[src/nsr_pkg.sv]
// Constants for the network setup register bank
`default_nettype none
package nsr_pkg;
    // Register port addresses
    localparam logic [2:0] ADDR_PAGE   = 3'h5;
    localparam logic [2:0] ADDR_CONFIG = 3'h6;
    localparam logic [2:0] ADDR_PAGED  = 3'h7;
    // Page select codes
    localparam logic [2:0] PAGE_SETUP1 = 3'h2;
    localparam logic [2:0] PAGE_SETUP2 = 3'h4;
    localparam int         PAGE_TOP    = 2;
    // Reset values
    localparam logic [7:0] SETUP1_RST  = 8'h00;
    localparam logic [7:0] SETUP2_RST  = 8'h00;
    localparam logic [7:0] CONFIG_RST  = 8'h00;
    localparam logic [2:0] PAGE_RST    = 3'h0;
    // Setup one fields
    localparam int S1_PULSE_PP   = 7;
    localparam int S1_SHORT_LIM  = 6;
    localparam int S1_PROMISC    = 4;
    localparam int S1_CKP_LO     = 1;
    localparam int S1_HALF_ARB   = 0;
    // Setup two fields
    localparam int S2_FAST_READ  = 7;
    localparam int S2_ENHANCED   = 3;
    localparam int S2_IDLE_OFF   = 2;
    localparam int S2_RCN_LO     = 0;
    // Configuration fields
    localparam int CFG_SOFT_RST  = 7;
    // Refusal limits
    localparam logic [7:0] REFUSE_SHORT = 8'h04;
    localparam logic [7:0] REFUSE_LONG  = 8'h80;
    // Clock and rate
    localparam int          CLK_HZ      = 20_000_000;
    localparam logic [7:0]  DIV_FAST    = 8'h40;
    localparam logic [7:0]  DIV_SLOW    = 8'h80;
    localparam int          BASE_BPS    = 312_500;
    // Reconfiguration timeouts in microseconds at the base rate
    localparam longint T_RCN0_US = 6_720_000;
    localparam longint T_RCN1_US = 1_680_000;
    localparam longint T_RCN2_US = 840_000;
    localparam longint T_RCN3_US = 420_000;
    // Bit periods per timeout
    localparam int RCN0_BITS = int'(T_RCN0_US * BASE_BPS / 1_000_000);
    localparam int RCN1_BITS = int'(T_RCN1_US * BASE_BPS / 1_000_000);
    localparam int RCN2_BITS = int'(T_RCN2_US * BASE_BPS / 1_000_000);
    localparam int RCN3_BITS = int'(T_RCN3_US * BASE_BPS / 1_000_000);
endpackage
`default_nettype wire

[src/nsr_tick_if.sv]
// Tick carrier between the rate divider and the register bank
`timescale 1ns/1ps
`default_nettype none
interface nsr_tick_if;
    logic [2:0] rate_sel;
    logic       half_arb;
    logic       rate_tick;
    logic       arb_tick;
    modport gen (input rate_sel, half_arb, output rate_tick, arb_tick);
    modport use_ (output rate_sel, half_arb, input rate_tick, arb_tick);
endinterface
`default_nettype wire

[src/nsr_rate_div.sv]
// Bit rate and arbitration enable divider
`timescale 1ns/1ps
`default_nettype none
module nsr_rate_div
(
    // Clock and reset
    input  wire logic clk,
    input  wire logic rst,
    // Ticks
    nsr_tick_if.gen   tk
);
    logic [7:0] cnt_q;
    logic [7:0] cnt_d;
    logic       rate_q;
    logic       arb_q;
    logic [7:0] div_w;
    logic       wrap_w;

    // Codes beyond the first clamp to the slowest rate the line supports
    function automatic logic [7:0] div_for(input logic [2:0] sel);
        div_for = (sel == 3'h0) ? nsr_pkg::DIV_FAST : nsr_pkg::DIV_SLOW;
    endfunction

    assign div_w  = div_for(tk.rate_sel);
    assign wrap_w = (cnt_q >= div_w - 8'h01);
    assign cnt_d  = wrap_w ? 8'h00 : cnt_q + 8'h01;
    assign tk.rate_tick = rate_q;
    assign tk.arb_tick  = arb_q;

    always_ff @(posedge clk)
    begin
        if (rst)
        begin
            cnt_q  <= 8'h00;
            rate_q <= 1'b0;
            arb_q  <= 1'b0;
        end
        else
        begin
            cnt_q  <= cnt_d;
            rate_q <= wrap_w;
            arb_q  <= tk.half_arb ? ~arb_q : 1'b1;
        end
    end
endmodule
`default_nettype wire

[src/nsr_setup_regs.sv]
// Network setup register bank with its controlled functions
`timescale 1ns/1ps
`default_nettype none
module nsr_setup_regs
#(
    parameter int RCN0_BITS = nsr_pkg::RCN0_BITS,
    parameter int RCN1_BITS = nsr_pkg::RCN1_BITS,
    parameter int RCN2_BITS = nsr_pkg::RCN2_BITS,
    parameter int RCN3_BITS = nsr_pkg::RCN3_BITS
)
(
    // Clock and reset
    input  wire logic       clk,
    input  wire logic       rst,
    // Host register port
    input  wire logic [2:0] addr,
    input  wire logic [7:0] wdata,
    input  wire logic       wr_stb,
    output logic      [7:0] rdata_q,
    // Line pulse driver
    input  wire logic       pulse_req,
    output logic            pulse_out_q,
    output logic            pulse_oe_n_q,
    // Refusal events
    input  wire logic       refusal_evt,
    input  wire logic       refusal_clr,
    output logic            excess_refusal_flag_q,
    // Receive filter
    input  wire logic       pkt_valid,
    input  wire logic [7:0] pkt_dest_id,
    input  wire logic [7:0] node_id,
    output logic            pkt_accept_q,
    output logic            pkt_ack_q,
    // Timing controls
    output logic            rate_tick_q,
    output logic            arb_tick_q,
    output logic            fast_read_q,
    output logic            enhanced_q,
    // RAM initialisation gate
    input  wire logic       line_idle,
    input  wire logic       init_wr_req,
    output logic            init_wr_ok_q,
    // Reconfiguration timer
    input  wire logic       reconfig_restart,
    output logic            reconfig_timeout_q
);
    logic [7:0]  setup1_q;
    logic [7:0]  setup2_q;
    logic [7:0]  config_q;
    logic [2:0]  page_q;
    logic [7:0]  refuse_cnt_q;
    logic [21:0] rcn_cnt_q;

    nsr_tick_if tk ();
    nsr_rate_div u_div (
        .clk (clk),
        .rst (rst),
        .tk  (tk)
    );

    wire       wr_page   = wr_stb && addr == nsr_pkg::ADDR_PAGE;
    wire       wr_cfg    = wr_stb && addr == nsr_pkg::ADDR_CONFIG;
    wire       wr_paged  = wr_stb && addr == nsr_pkg::ADDR_PAGED;
    wire       sel_s1    = page_q == nsr_pkg::PAGE_SETUP1;
    wire       sel_s2    = page_q == nsr_pkg::PAGE_SETUP2;
    wire       soft_rst  = config_q[nsr_pkg::CFG_SOFT_RST];
    wire [7:0] ref_limit = setup1_q[nsr_pkg::S1_SHORT_LIM] ?
                           nsr_pkg::REFUSE_SHORT : nsr_pkg::REFUSE_LONG;
    wire       ref_hit   = refusal_evt &&
                           (refuse_cnt_q + 8'h01 >= ref_limit);
    wire       ref_clear = refusal_clr || soft_rst;
    wire       own_dest  = pkt_dest_id == node_id;
    wire       promisc   = setup1_q[nsr_pkg::S1_PROMISC];
    wire [1:0] rcn_sel   = setup2_q[nsr_pkg::S2_RCN_LO +: 2];
    wire [21:0] rcn_limit =
        (rcn_sel == 2'h0) ? 22'(RCN0_BITS) :
        (rcn_sel == 2'h1) ? 22'(RCN1_BITS) :
        (rcn_sel == 2'h2) ? 22'(RCN2_BITS) : 22'(RCN3_BITS);
    wire       rcn_done  = tk.rate_tick && rcn_cnt_q >= rcn_limit - 22'h1;
    wire       pp_mode   = setup1_q[nsr_pkg::S1_PULSE_PP];
    wire [7:0] rd_mux    =
        (addr == nsr_pkg::ADDR_PAGE)   ? {5'h00, page_q} :
        (addr == nsr_pkg::ADDR_CONFIG) ? {config_q[7:2], page_q[1:0]} :
        (addr == nsr_pkg::ADDR_PAGED && sel_s1) ? setup1_q :
        (addr == nsr_pkg::ADDR_PAGED && sel_s2) ? setup2_q : 8'h00;

    assign tk.rate_sel = setup1_q[nsr_pkg::S1_CKP_LO +: 3];
    assign tk.half_arb = setup1_q[nsr_pkg::S1_HALF_ARB];

    // Setup registers only see the hard reset, so soft reset keeps them
    always_ff @(posedge clk)
    begin
        if (rst)
        begin
            setup1_q <= nsr_pkg::SETUP1_RST;
            setup2_q <= nsr_pkg::SETUP2_RST;
        end
        else if (wr_paged)
        begin
            if (sel_s1)
                setup1_q <= wdata;
            if (sel_s2)
                setup2_q <= wdata;
        end
    end

    always_ff @(posedge clk)
    begin
        if (rst)
        begin
            config_q <= nsr_pkg::CONFIG_RST;
            page_q   <= nsr_pkg::PAGE_RST;
        end
        else if (wr_cfg)
        begin
            config_q <= wdata;
            page_q   <= {1'b0, wdata[1:0]};
        end
        else if (wr_page)
            page_q <= wdata[2:0];
    end

    // A refusal in the clearing cycle still counts, and a set beats a clear
    // so a limit reached while software clears is never lost
    always_ff @(posedge clk)
    begin
        if (rst)
        begin
            refuse_cnt_q          <= 8'h00;
            excess_refusal_flag_q <= 1'b0;
        end
        else
        begin
            if (ref_clear)
                refuse_cnt_q <= refusal_evt ? 8'h01 : 8'h00;
            else if (refusal_evt && !excess_refusal_flag_q)
                refuse_cnt_q <= refuse_cnt_q + 8'h01;
            if (ref_hit)
                excess_refusal_flag_q <= 1'b1;
            else if (ref_clear)
                excess_refusal_flag_q <= 1'b0;
        end
    end

    // Open drain pulls low while a pulse is requested
    always_ff @(posedge clk)
    begin
        if (rst)
        begin
            pulse_out_q  <= 1'b0;
            pulse_oe_n_q <= 1'b1;
        end
        else
        begin
            pulse_out_q  <= pp_mode ? pulse_req : 1'b0;
            pulse_oe_n_q <= pp_mode ? 1'b0 : ~pulse_req;
        end
    end

    always_ff @(posedge clk)
    begin
        if (rst)
        begin
            rdata_q      <= 8'h00;
            pkt_accept_q <= 1'b0;
            pkt_ack_q    <= 1'b0;
            rate_tick_q  <= 1'b0;
            arb_tick_q   <= 1'b0;
            fast_read_q  <= 1'b0;
            enhanced_q   <= 1'b0;
            init_wr_ok_q <= 1'b0;
        end
        else
        begin
            rdata_q      <= rd_mux;
            pkt_accept_q <= pkt_valid && (promisc || own_dest);
            pkt_ack_q    <= pkt_valid && own_dest;
            rate_tick_q  <= tk.rate_tick;
            arb_tick_q   <= tk.arb_tick;
            fast_read_q  <= setup2_q[nsr_pkg::S2_FAST_READ];
            enhanced_q   <= setup2_q[nsr_pkg::S2_ENHANCED];
            init_wr_ok_q <= init_wr_req &&
                (setup2_q[nsr_pkg::S2_IDLE_OFF] || line_idle);
        end
    end

    // Timer counts bit periods, so a slower rate stretches the timeout
    always_ff @(posedge clk)
    begin
        if (rst)
        begin
            rcn_cnt_q          <= 22'h0;
            reconfig_timeout_q <= 1'b0;
        end
        else
        begin
            reconfig_timeout_q <= rcn_done && !reconfig_restart;
            if (reconfig_restart || rcn_done)
                rcn_cnt_q <= 22'h0;
            else if (tk.rate_tick)
                rcn_cnt_q <= rcn_cnt_q + 22'h1;
        end
    end
endmodule
`default_nettype wire

[config.mk]
export PLATFORM = sky130hd
export DESIGN_NAME = nsr_setup_regs
export DESIGN_NICKNAME = d
export VERILOG_FILES = /design/src/nsr_pkg.sv /design/src/nsr_tick_if.sv /design/src/nsr_rate_div.sv /design/src/nsr_setup_regs.sv
export SDC_FILE = /design/constraint.sdc
export NUM_CORES = 1
export LEC_CHECK = 0
export BUFFER_PORTS_ARGS = -buffer_cell sky130_fd_sc_hd__buf_2
export CAP_MARGIN = 5
export CORE_ASPECT_RATIO = 1.1
export CORE_UTILIZATION = 50
export DETAILED_ROUTE_END_ITERATION = 8
export HOLD_SLACK_MARGIN = 0.06
export PLACE_DENSITY = 0.75
export SYNTH_ARGS = -nofsm -noshare
export SYNTH_HDL_FRONTEND = slang
export SYNTH_SLANG_ARGS = --single-unit
export TNS_END_PERCENT = 5
[constraint.sdc]
create_clock -name clk -period 5.6 [get_ports clk]
set_input_delay 0.28 -clock clk [delete_from_list [all_inputs] [get_ports clk]]
set_output_delay 0.28 -clock clk [all_outputs]
set_load 0.02 [all_outputs]
# Word-level counts from Yosys, hierarchy flattened

Index checks and enable logic that the tools add are counted.

Register bits after elaboration: 86
Bits of input ports: 37
Output and inout bits: 19
Word-level logic and storage cells: 90

$add $sub $neg: 5
$lt $le $gt $ge: 3
Equal/unequal tests: 8
Mux-type cells: 18
Bitwise gates (word level): 3
Reduce and logical (&&, ||, !) cells: 30

Operators by type and width:

| operator                                                             | number |
|---|---|
| 8-bit 2-to-1 mux                                                     | 7 |
| 22-bit by 1-bit adder with 22-bit output, second input constant      | 1 |
| 22-bit greater-or-equal comparator                                   | 1 |
| 22-bit 2-to-1 mux                                                    | 1 |
| 22-bit by 1-bit subtractor with 22-bit output, second input constant | 1 |
| 20-bit 2-to-1 mux                                                    | 1 |
| 19-bit 2-to-1 mux                                                    | 1 |
| 8-bit by 1-bit adder with 8-bit output, second input constant        | 2 |
| 8-bit greater-or-equal comparator                                    | 2 |
| 3-bit == test, second input constant                                 | 4 |
| 1-bit logical AND                                                    | 12 |
| 2-bit OR reduction                                                   | 5 |
| 8-bit == test                                                        | 1 |
| 8-bit by 1-bit subtractor with 8-bit output, second input constant   | 1 |
| 2-bit nonzero test                                                   | 3 |
| 1-bit 2-to-1 mux                                                     | 5 |
| 1-bit logical OR                                                     | 4 |
| 2-bit 2-to-1 mux                                                     | 2 |
| 2-bit AND reduction                                                  | 2 |
| 3-bit by 2-bit == test with 1-bit output, second input constant      | 1 |
| 3-bit zero test                                                      | 1 |
| 3-bit 2-to-1 mux                                                     | 1 |
| 1-bit NOT                                                            | 3 |
| 2-bit by 1-bit == test with 1-bit output, second input constant      | 1 |
| other kinds (3)                                                      | 4 |

# Longest topological paths before layout

Gate-level depths: netlist (run 1).

Depth after elaboration: 9
Mapped depth: 13
Mapped depth without buffers: 12

# Cells and area by module

Synthesis (run 1) repeated with hierarchy kept, for this count alone.

Cell total of the unflattened synthesis: 464
Area, all modules: 4266.6 um^2

By module, submodules not included:

| module         | instances | cells each | area an instance (um^2) | seq. area each (um^2) |
|---|---|---|---|---|
| nsr_setup_regs | 1         | 423        | 3877.5                  | 1481.4 |
| nsr_rate_div   | 1         | 41         | 389.1                   | 200.2 |

# Least setup slack after synthesis (run 1)

Ideal clock, no wire load.

Path kind: register -> register
Start: reg setup2_q[1]
End: reg rcn_cnt_q[18]
Library setup time: 0.115 ns
Data arrival time: 2.848 ns
Path slack: 2.637 ns
Stages on the path, launching flop included: 13
Clock period less this slack: 2.963 ns
Path through: dfxtp_1 inv_1 ha_1 nor4_1 xnor2_1 nand2b_1 ha_1 and4_1 o21ai_0 a311o_4 a41oi_4 buf_8 nor2_2

Word-level cells in the longest chain between the ends: 9

Ends and longest elaborated chain:

| item                                              | line                  | source |
|---|---|---|
| start, declared                                   | nsr_setup_regs.sv:48  | `logic [7:0] setup2_q;` |
| start signal, assigned                            | nsr_setup_regs.sv:96  | `setup2_q <= nsr_pkg::SETUP2_RST;` |
| start signal, assigned                            | nsr_setup_regs.sv:103 | `setup2_q <= wdata;` |
| 2-bit == test                                     | nsr_setup_regs.sv:78  | `(rcn_sel == 2'h2) ? 22'(RCN2_BITS) : 22'(RCN3_BITS);` |
| 19-bit 2-to-1 mux                                 | nsr_setup_regs.sv:78  |  |
| 20-bit 2-to-1 mux                                 | nsr_setup_regs.sv:77  | `(rcn_sel == 2'h1) ? 22'(RCN1_BITS) :` |
| 22-bit 2-to-1 mux (*)                             | nsr_setup_regs.sv:76  | `(rcn_sel == 2'h0) ? 22'(RCN0_BITS) :` |
| 22-bit by 1-bit subtractor with 22-bit output (*) | nsr_setup_regs.sv:79  | `wire rcn_done = tk.rate_tick && rcn_cnt_q >= rcn_limit - 22'h1;` |
| 22-bit greater-or-equal comparator (*)            | nsr_setup_regs.sv:79  |  |
| 1-bit logical AND (*)                             | nsr_setup_regs.sv:79  |  |
| 1-bit logical OR (*)                              | nsr_setup_regs.sv:198 | `if (reconfig_restart \|\| rcn_done)` |
| 2-bit OR reduction (no line) (*)                  | --                    |  |
| end signal, assigned                              | nsr_setup_regs.sv:201 | `rcn_cnt_q <= rcn_cnt_q + 22'h1;` |
| end, declared                                     | nsr_setup_regs.sv:52  | `logic [21:0] rcn_cnt_q;` |

Every way passes the cells marked *; elsewhere a longest branch is shown, timed or not.
A chain may end at the register's enable or synchronous reset.

# Worst setup path after layout (run 1)

Start: reg setup2_q[1]
End: reg rcn_cnt_q[11]

The elaborated chain is that of the path after synthesis.

==> impl_metrics.ini, run 1 <==
[routing]
met2WireLength_mm = 4.477
vias_per_cell = 5.540
wl_met1_mm = 4.023
drc_errors = 0
vias = 3507
dr.pass1.iters = 4
highest-signal-layer = met4
routed_wire_length_per_instance_um = 14.30
initialDrtViolationCount = 181
routed_wl_mm = 9.053
ant_nets = 0
met3_wirelength_um = 358

[finish]
layout.cells.most_common = sky130_fd_sc_hd__dfxtp_1
n_fill_cell = 752
final_nets = 589
drive_gt1_share_pct = 17.14
num_antenna_cells = 0
fin_area_um2 = 4751
commonest_cells_after_routing_fill_and_taps_aside = sky130_fd_sc_hd__dfxtp_1 (84), sky130_fd_sc_hd__buf_2 (55), sky130_fd_sc_hd__nor2_1 (49), sky130_fd_sc_hd__nand2_1 (43)
areaGrowthSynthToFinish_pct = 14.23
final_cells = 633

[synthesis]
dominantRegCellSynth = sky130_fd_sc_hd__dfxtp_1
synth.yosys.warnings = 0
synth_sequential_area_ratio_pct = 40.43
postSynthAreaPerCell_um2 = 8.944
post_synth_inst_count = 465
synth_edf_count = 0
post_synth_instance_area_um2 = 4159
synth_async_reset_ratio_pct = 0
postSynthRegisterBits = 84
post_synth_num_cell_types = 50

[power_and_ir_drop]
power_leakage_uw = 0.001910
power_density_nw_per_um2 = 246.8
fin_total_pwr_uw = 1172
worst_ir_drop_vdd_mv = 0.1666

[place]
numPlacedInstances = 617
io_buffers = 55
gp_congestion = 0.9227
placedInstanceArea_um2 = 4524
final_hpwl_dp_mm = 6.492

[grt]
grt_antenna_before_repair = 0
grt_pass1_wl_mm = 15.53
globalRouteTotalUtil_pct = 22.73
number_of_global_route_vias_before_repair = 3355
maximum_number_of_pins_on_one_net_before_global_route_repair = 46
grt_overflow = 0

[clock_tree]
cts-hold-fix-buffers = 0
numCtsBuffers = 9
maximum_count_of_clock_buffers_along_a_single_path = 2
tritoncts_clock_tree = done
cts_setup_buffers = 0
clk-insertion-delay-late_ps = 370
cts_root_buffer = sky130_fd_sc_hd__clkbuf_8
h-tree-depth = 3
post_cts.resized_instances = 0
clkSinkCount = 84
path_clk_slew_ps = 90

[sta]
grt_setup_unrepaired = no
max_freq_ghz = 0.2876
setup_viol_count_final = 0
worstMarginPinSlew_ps = 788.6
max_slew_margin_pct = 47.43
final_period_minus_worst_setup_slack_ps = 3477
finalMaxSlewViolations = 0
timing.setup.tns_ps = 0
layout_worst_path_cycle_share_pct = 62.08
skew_ps = 11.04
final_hold_viol_count = 0

[floorplan]
area_of_the_placeable_core_um2 = 7998
num_rows = 34
die-width_um = 88.96
die_area_um2 = 8687
initial_utilization_pct = 52.00
top_level_i_o_count = 56
chipHeight_um = 97.66

[critical_path]
crit_chain = inv_1 > ha_1 > nor4_1 > xnor2_1 > nand2b_1 > ha_1 > and4_1 > o21ai_0 > a311o_4 > a41oi_4 > nor2_1
crit_buf_inv = 1
critical_path_required_ps = 5820
critPathKind = flop to flop
critical-path-slowest-cell = sky130_fd_sc_hd__a41oi_4
worst-r2r-cell-count = 11
worst_path_depth = 11
crit_family = compound AO/OA/AOI/OAI gates
reg2reg_slack_ps = 2120
critPathMaxStageDelay_ps = 670
critPathMostFrequentCell = sky130_fd_sc_hd__ha_1
endpoint_kind = flop
worst_setup_path_start_kind = flop
critical_path_peak_fanout = 18
cp.arrival_ps = 3700

[min_path]
min-delay-path-class = primary input to flop
holdPathStages = 2

[run]
drv.max_cap_violation_count = 0

[outcome]
outcome = complete, no violations
==> final cells by class <==
type | count | area [um2] | share of cell area [%]
sequential | 84 | 1682 | 35.40
clock inverter | 7 | 102.6 | 2.160
inverter | 14 | 52.55 | 1.106
tap | 108 | 135.1 | 2.844
timing repair buffer | 57 | 290.3 | 6.110
clock buffer | 9 | 123.9 | 2.607
multi-input combinational | 354 | 2365 | 49.78
==> sequential cells by signal, summed over array words and instances (netlist names), 3 cells and up <==
name	count
page_q	3
u_div.cnt_q	8
setup1_q	8
setup2_q	8
config_q	6
rdata_q	8
refuse_cnt_q	8
rcn_cnt_q	22
==> cell usage after synthesis (all sizes together) (6+ instances only) <==
cell type / number / area share (%)
a21oi: 32 / 3.9
a222oi: 7 / 1.7
and3: 7 / 1.1
clkbuf: 13 / 1.2
dfxtp: 84 / 40
ha: 32 / 9.6
inv: 13 / 1.2
mux2i: 6 / 1.4
nand2: 44 / 4.0
nand2b: 8 / 1.2
nand3: 32 / 3.9
nand4: 11 / 1.7
nor2: 59 / 5.9
nor2b: 7 / 1.1
nor4: 9 / 1.4
o21ai: 8 / 0.96
xnor2: 23 / 4.8
xor2: 17 / 3.6
==> cells by family (layout without fill, tap and decap cells) <==
logic type / Yosys count / after routing / share of synthesized area, %
buffers and inverters: 29 / 87 / 2.888
xor gates and xnor gates: 40 / 40 / 8.423
and+or+nand+nor: 203 / 203 / 25.15
other: 1 / 3 / 0.09017
adders and majority gates: 32 / 32 / 9.627
AOI/OAI and AO/OA: 70 / 70 / 11.94
muxes: 6 / 6 / 1.444
DFF: 84 / 84 / 40.43
==> power by group <==
part	total [uW]	leakage (uW)	switching (uW)	internal (uW)
Clock	499	0.000117	241	258
Sequential	608	0.000679	5.27	603
Combinational	65.0	0.00111	39.9	25.1
Total	1170	0.00191	286	886
==> metal layers <==
| metal | GRT usage, % | vias to the layer above |
|---|---|---|
| li1 | - | 1752 |
| met1 | 29.51 | 1651 |
| met2 | 37.04 | 85 |
| met3 | 4.248 | 19 |
| met4 | 8.547 | 0 |
| met5 | 0 | - |
==> final timing paths <==
path	start	endpoint
max	setup2_q[1]	rcn_cnt_q[11]
min	pulse_req	pulse_oe_n_q
max reg2reg	setup2_q[1]	rcn_cnt_q[11]
min reg2reg	setup2_q[4]	setup2_q[4]
==> per-stage QoR <==
stage | worst slack (ps) | hold slack (ps) | utilization (%)
after global routing | 1853 | 85.92 | 59.40
after floorplan | 2637 | 370.5 | -
after detailed placement | 2138 | 451.2 | 56.57
final | 2123 | 91.72 | 59.40
after global placement | 2270 | 442.8 | 56.57
after CTS | 2105 | 81.45 | 59.40
No activity file was read; power rests on OpenSTA's default activity.
==> run 2: changes to the inputs <==
PLACE_DENSITY = 0.78   (was 0.75)
clock period = 3 ns   (was 5.6 ns; I/O delays follow)
==> run 2 against run 1 <==
Effect of this change:
- first-iteration DRC count rose by 7.2%
- critical path depth rose by 1
- via count grew 3.4%
- clock skew rose by 2.0 ps
- hold slack improved by 34 ps
- fmax grew 24%
- die area stayed put
- sequential power rose by 87%
- final cell count increased by 3.0%
- core utilization up 2.4 points
- wire length increased by 1.8%
- total power grew 78%
- largest power group unchanged
==> impl_metrics.ini, run 2 (synthesis results as in run 1) <==
[floorplan]
top_level_i_o_count = 56
initial_utilization_pct = 52.00
area_of_the_placeable_core_um2 = 7998
chipHeight_um = 97.66
die_area_um2 = 8687
num_rows = 34
die-width_um = 88.96

[sta]
skew_ps = 13.05
layout_worst_path_cycle_share_pct = 93.64
worstMarginPinSlew_ps = 542.9
setup_viol_count_final = 0
final_period_minus_worst_setup_slack_ps = 2809
final.hold.worst_slack_ps = 125.3
max_freq_ghz = 0.3560
timing.setup.tns_ps = 0
finalMaxSlewViolations = 0
final_hold_viol_count = 0
max_slew_margin_pct = 63.73
grt_setup_unrepaired = no

[routing]
ant_nets = 0
routed_wl_mm = 9.213
dr.pass1.iters = 5
drc_errors = 0
vias_per_cell = 5.561
initialDrtViolationCount = 194
routed_wire_length_per_instance_um = 14.13
vias = 3626

[power_and_ir_drop]
power_leakage_uw = 0.001994
fin_total_pwr_uw = 2089
clkPwrFrac_pct = 38.5
switching_pwr_uw = 565.2
combPwrFrac_pct = 7.1
power_density_nw_per_um2 = 423.0
worst_ir_drop_vdd_mv = 0.2997
switching_part_of_the_total_power_pct = 27.05
p_int_uw = 1524
sequentialPowerShare_pct = 54.3

[grt]
grt_antenna_before_repair = 0
grt_overflow = 0
globalRouteTotalUtil_pct = 22.34
maximum_number_of_pins_on_one_net_before_global_route_repair = 32
number_of_global_route_vias_before_repair = 3502
grt_pass1_wl_mm = 15.29

[clock_tree]
path_clk_slew_ps = 100
cts_root_buffer = sky130_fd_sc_hd__clkbuf_8
cts_setup_buffers = 0
numCtsBuffers = 9
clkSinkCount = 84
h-tree-depth = 3
tritoncts_clock_tree = done
maximum_count_of_clock_buffers_along_a_single_path = 2
clk-insertion-delay-late_ps = 370

[place]
io_buffers = 55
numPlacedInstances = 621
final_hpwl_dp_mm = 6.388
gp_congestion = 0.8153

[finish]
layout.cells.most_common = sky130_fd_sc_hd__dfxtp_1
commonest_cells_after_routing_fill_and_taps_aside = sky130_fd_sc_hd__dfxtp_1 (84), sky130_fd_sc_hd__buf_2 (55), sky130_fd_sc_hd__nor2_1 (49), sky130_fd_sc_hd__nand2_1 (43)
areaGrowthSynthToFinish_pct = 18.77
drive_gt1_share_pct = 18.01
largest_reg_by_ff_count = rcn_cnt_q
num_antenna_cells = 0
largest_reg_flops = 22
final_nets = 608
final_cells = 652
post-route-util_pct = 61.76

[outcome]
outcome = complete, no violations

[critical_path]
critical_path_peak_fanout = 6
critical_path_required_ps = 3260
worst_setup_path_start_kind = flop
cp.arrival_ps = 3070
reg2reg_slack_ps = 190
critPathKind = flop to flop
endpoint_kind = flop

[min_path]
min-delay-path-class = primary input to flop

[run]
drv.max_cap_violation_count = 0
-- run 2: changes by cell type in the layout (fill, tap and decap cells not counted), sizes merged --
cell / before / now
bufinv: 2 / 0
clkbuf: 9 / 10
inv: 17 / 18
buf: 57 / 62
clkinv: 2 / 3
dlygate4sd3: 0 / 13
-- run 2: what timing repair did --
action                                  CTS  global route
hold buffers                             13             0
endpoints found under the hold margin    24             0
endpoints found under the setup margin    0            18
gates resized for setup                   0             2
-- run 2: area by class of cell --
type / instances / area (um2)
Timing Repair Buffer: 76 / 499.2
Clock buffer: 9 / 123.9
Inverter: 14 / 52.55
Clock inverter: 7 / 73.82
Tap cell: 108 / 135.1
Sequential cell: 84 / 1682
Fill cell: 683 / 3058
Multi-Input combinational cell: 354 / 2374
-- run 2: worst paths after layout --
kind                                        start                 to  cells past startpoint
worst max-delay path                  setup2_q[0]       rcn_cnt_q[8]                     12
worst min-delay path                          rst        rate_tick_q                      2
worst max register to register        setup2_q[0]       rcn_cnt_q[8]                     12
worst min register to register  u_div.tk.arb_tick  u_div.tk.arb_tick                      1
-- run 2: metrics by stage --
stage,area [um2],setup slack (ps)
finish,4940,190.7
global route,4940,32.86
CTS,4895,118.1
detailed placement,4567,136.0
global placement,4567,179.9
floorplan,4167,37.17
-- run 2: per-layer routing --
metal	wire [um]	GRT usage (%)	vias to the layer above
met5	0	0	-
met4	247	10.74	0
met3	423	3.653	26
met2	4584	38.22	106
met1	3957	26.67	1693
li1	-	-	1801
-- run 2: critical path: stages (launching register included) --
cell and delay [ps]:
sky130_fd_sc_hd__dfxtp_1 320, sky130_fd_sc_hd__buf_4 150, sky130_fd_sc_hd__ha_1 220, sky130_fd_sc_hd__nor4_2 300, sky130_fd_sc_hd__xnor2_1 150, sky130_fd_sc_hd__nand2b_1 70, sky130_fd_sc_hd__ha_1 280, sky130_fd_sc_hd__and4_1 170
sky130_fd_sc_hd__o21ai_0 90, sky130_fd_sc_hd__a311o_4 370, sky130_fd_sc_hd__a41oi_4 310, sky130_fd_sc_hd__clkbuf_16 220, sky130_fd_sc_hd__nor2_2 40
-- run 2: power groups by stage --
stage / sequential (uW) / clock, uW / combinational [uW]
5_1_grt: 1140 / 872 / 163
4_1_cts: 1140 / 821 / 139
6_report: 1140 / 805 / 149
2_1_floorplan: 1160 / 0 / 71.5
3_3_place_gp: 1160 / 0 / 122
3_5_place_dp: 1160 / 0 / 126
==> run 3: changes to the inputs <==
ABC_CLOCK_PERIOD_IN_PS = 3000   (was not set)
CORE_ASPECT_RATIO = not set   (was 1.1)
RECOVER_POWER = 50   (was not set)
==> run 3 against run 2 <==
Effect of this change:
- combinational power shrank 4%
- worst setup slack worse by 73 ps
- via count shrank 0.52%
- final area shrank 1.5%
- die area about the same
- clock power is 7.8% lower
- count of clock-buffer cells in the layout did not move
- global-route usage shrank 0.24 points
- register-to-register slack worse by 70 ps
- non-clock buffer count shrank 3
- sequential power is essentially flat
- sequential share of layout area grew 0.52 points
- critical path type unchanged
- critical endpoint is now rcn_cnt_q[6]
- largest cell class unchanged
==> impl_metrics.ini, run 3 (synthesis results as in run 1) <==
[clock_tree]
maximum_count_of_clock_buffers_along_a_single_path = 2
clkSinkCount = 84
cts_root_buffer = sky130_fd_sc_hd__clkbuf_8
cts_setup_buffers = 0
path_clk_slew_ps = 90
tritoncts_clock_tree = done
clk-insertion-delay-late_ps = 360
numCtsBuffers = 9
h-tree-depth = 3

[power_and_ir_drop]
power_density_nw_per_um2 = 415.4
worst_ir_drop_vdd_mv = 0.3453
power_leakage_uw = 0.001884

[routing]
dr.pass1.iters = 5
routed_wl_mm = 9.197
ant_nets = 0
vias_per_cell = 5.610
routed_wire_length_per_instance_um = 14.30
initialDrtViolationCount = 208
vias = 3607
drc_errors = 0

[sta]
final_hold_viol_count = 0
timing.setup.tns_ps = 0
finalMaxSlewViolations = 0
max_freq_ghz = 0.3470
setup_viol_count_final = 0
worstMarginPinSlew_ps = 1181
final.hold.worst_slack_ps = 85.83
skew_ps = 13.78
final_period_minus_worst_setup_slack_ps = 2882
max_slew_margin_pct = 21.29
layout_worst_path_cycle_share_pct = 96.07

[finish]
final-seq-area_um2 = 1682
largest_reg_flops = 22
post-route-util_pct = 61.69
drive_gt1_share_pct = 14.05
layout.cells.most_common = sky130_fd_sc_hd__dfxtp_1
n_fill_cell = 656
multiInputGateArea_um2 = 2384
areaGrowthSynthToFinish_pct = 17.00
final_nets = 605
largest_reg_by_ff_count = rcn_cnt_q
commonest_cells_after_routing_fill_and_taps_aside = sky130_fd_sc_hd__dfxtp_1 (84), sky130_fd_sc_hd__nor2_1 (49), sky130_fd_sc_hd__nand2_1 (43), sky130_fd_sc_hd__buf_2 (33)
num_antenna_cells = 0
fin_area_um2 = 4866

[run]
drv.max_cap_violation_count = 0

[min_path]
holdPathStages = 3
hold_path.startpoint = wdata[2]
holdPathEnd = setup1_q[2]
min-delay-path-class = primary input to flop

[place]
gp_congestion = 0.8709
placedInstanceArea_um2 = 4559
final_hpwl_dp_mm = 6.426
io_buffers = 55

[grt]
grt_pass1_wl_mm = 15.39
grt_overflow = 0
globalRouteMet3Util_pct = 4.228
globalRouteTotalUtil_pct = 22.10
maximum_number_of_pins_on_one_net_before_global_route_repair = 30
globalRouteMet2Util_pct = 36.83
number_of_global_route_vias_before_repair = 3335
globalRouteMet1Util_pct = 28.79
grt_busiest_layer = met2
grt_antenna_before_repair = 0

[critical_path]
critical_path_peak_fanout = 6
cp.arrival_ps = 3130
regToRegEndpoint = rcn_cnt_q[6]
worst-r2r-cell-count = 12
endpoint_kind = flop
worst_setup_path_start_kind = flop
critical_path_required_ps = 3250
critPathKind = flop to flop
reg2reg_from = setup2_q[0]
reg2reg_slack_ps = 120
crit_start = setup2_q[0]

[floorplan]
num_rows = 32
die_area_um2 = 8686
chipHeight_um = 93.20
initial_utilization_pct = 52.73
top_level_i_o_count = 56
area_of_the_placeable_core_um2 = 7888
die-width_um = 93.20

[outcome]
outcome = complete, no violations
-- run 3: cell types whose count changed in the layout (fill, tap and decap cells not counted), sizes merged --
cell	delta
inv	-3
buf	-23
dlygate4sd3	-3
clkinv	+2
clkbuf	+23
clkinvlp	+1
-- run 3: cell type report --
cell class	count	share of cell area, %
Tap cell	102	2.623
Sequential cell	84	34.56
Timing Repair Buffer	73	9.000
Clock buffer	9	2.546
Inverter	14	1.080
Clock inverter	7	1.209
Multi-Input combinational cell	354	48.98
-- run 3: routing by layer --
| layer | routed length [um] | part of all wire [%] |
|---|---|---|
| met1 | 4144 | 45 |
| met2 | 4474 | 49 |
| met3 | 491 | 5.3 |
| met4 | 87 | 0.95 |
| met5 | 0 | 0 |
-- run 3: worst max path at each step --
stage / end / slack [ps] / cells past startpoint
floorplan: rcn_cnt_q[21] / 40 / 12
finish: rcn_cnt_q[6] / 120 / 12
CTS: rcn_cnt_q[16] / 100 / 12
detailed placement: rcn_cnt_q[16] / 110 / 12
global route: rcn_cnt_q[6] / -10 / 12
global placement: rcn_cnt_q[17] / 180 / 12
-- run 3: through the flow --
step	instances	setup WS, ps	total power (uW)
2_1_floorplan	467	37.17	1234
3_3_place_gp	615	182.7	1281
3_5_place_dp	615	115.0	1287
4_1_cts	641	100.9	2030
5_1_grt	643	-9.650	2109
6_report	643	117.9	2021
-- run 3: critical path, cell delays in order (launching register included) --
cell	delay, ps
sky130_fd_sc_hd__dfxtp_1	330
sky130_fd_sc_hd__buf_4	160
sky130_fd_sc_hd__ha_1	230
sky130_fd_sc_hd__nor4_2	310
sky130_fd_sc_hd__xnor2_1	150
sky130_fd_sc_hd__nand2b_1	70
sky130_fd_sc_hd__ha_1	290
sky130_fd_sc_hd__and4_1	180
sky130_fd_sc_hd__o21ai_0	90
sky130_fd_sc_hd__a311o_4	430
sky130_fd_sc_hd__a41oi_4	300
sky130_fd_sc_hd__clkbuf_16	210
sky130_fd_sc_hd__nor2_2	30
-- run 3: report_power, final --
part / switching (uW) / total [uW] / internal, uW
Sequential: 10.2 / 1140 / 1130
Combinational: 79.0 / 143 / 64.1
Clock: 430 / 742 / 312
-- run 3: repair_timing --
action / 4_1_cts / 5_1_grt
hold buffers: 10 / 0
resized for setup: 0 / 3
endpoints found under the setup margin: 0 / 18
endpoints found under the hold margin: 16 / 0
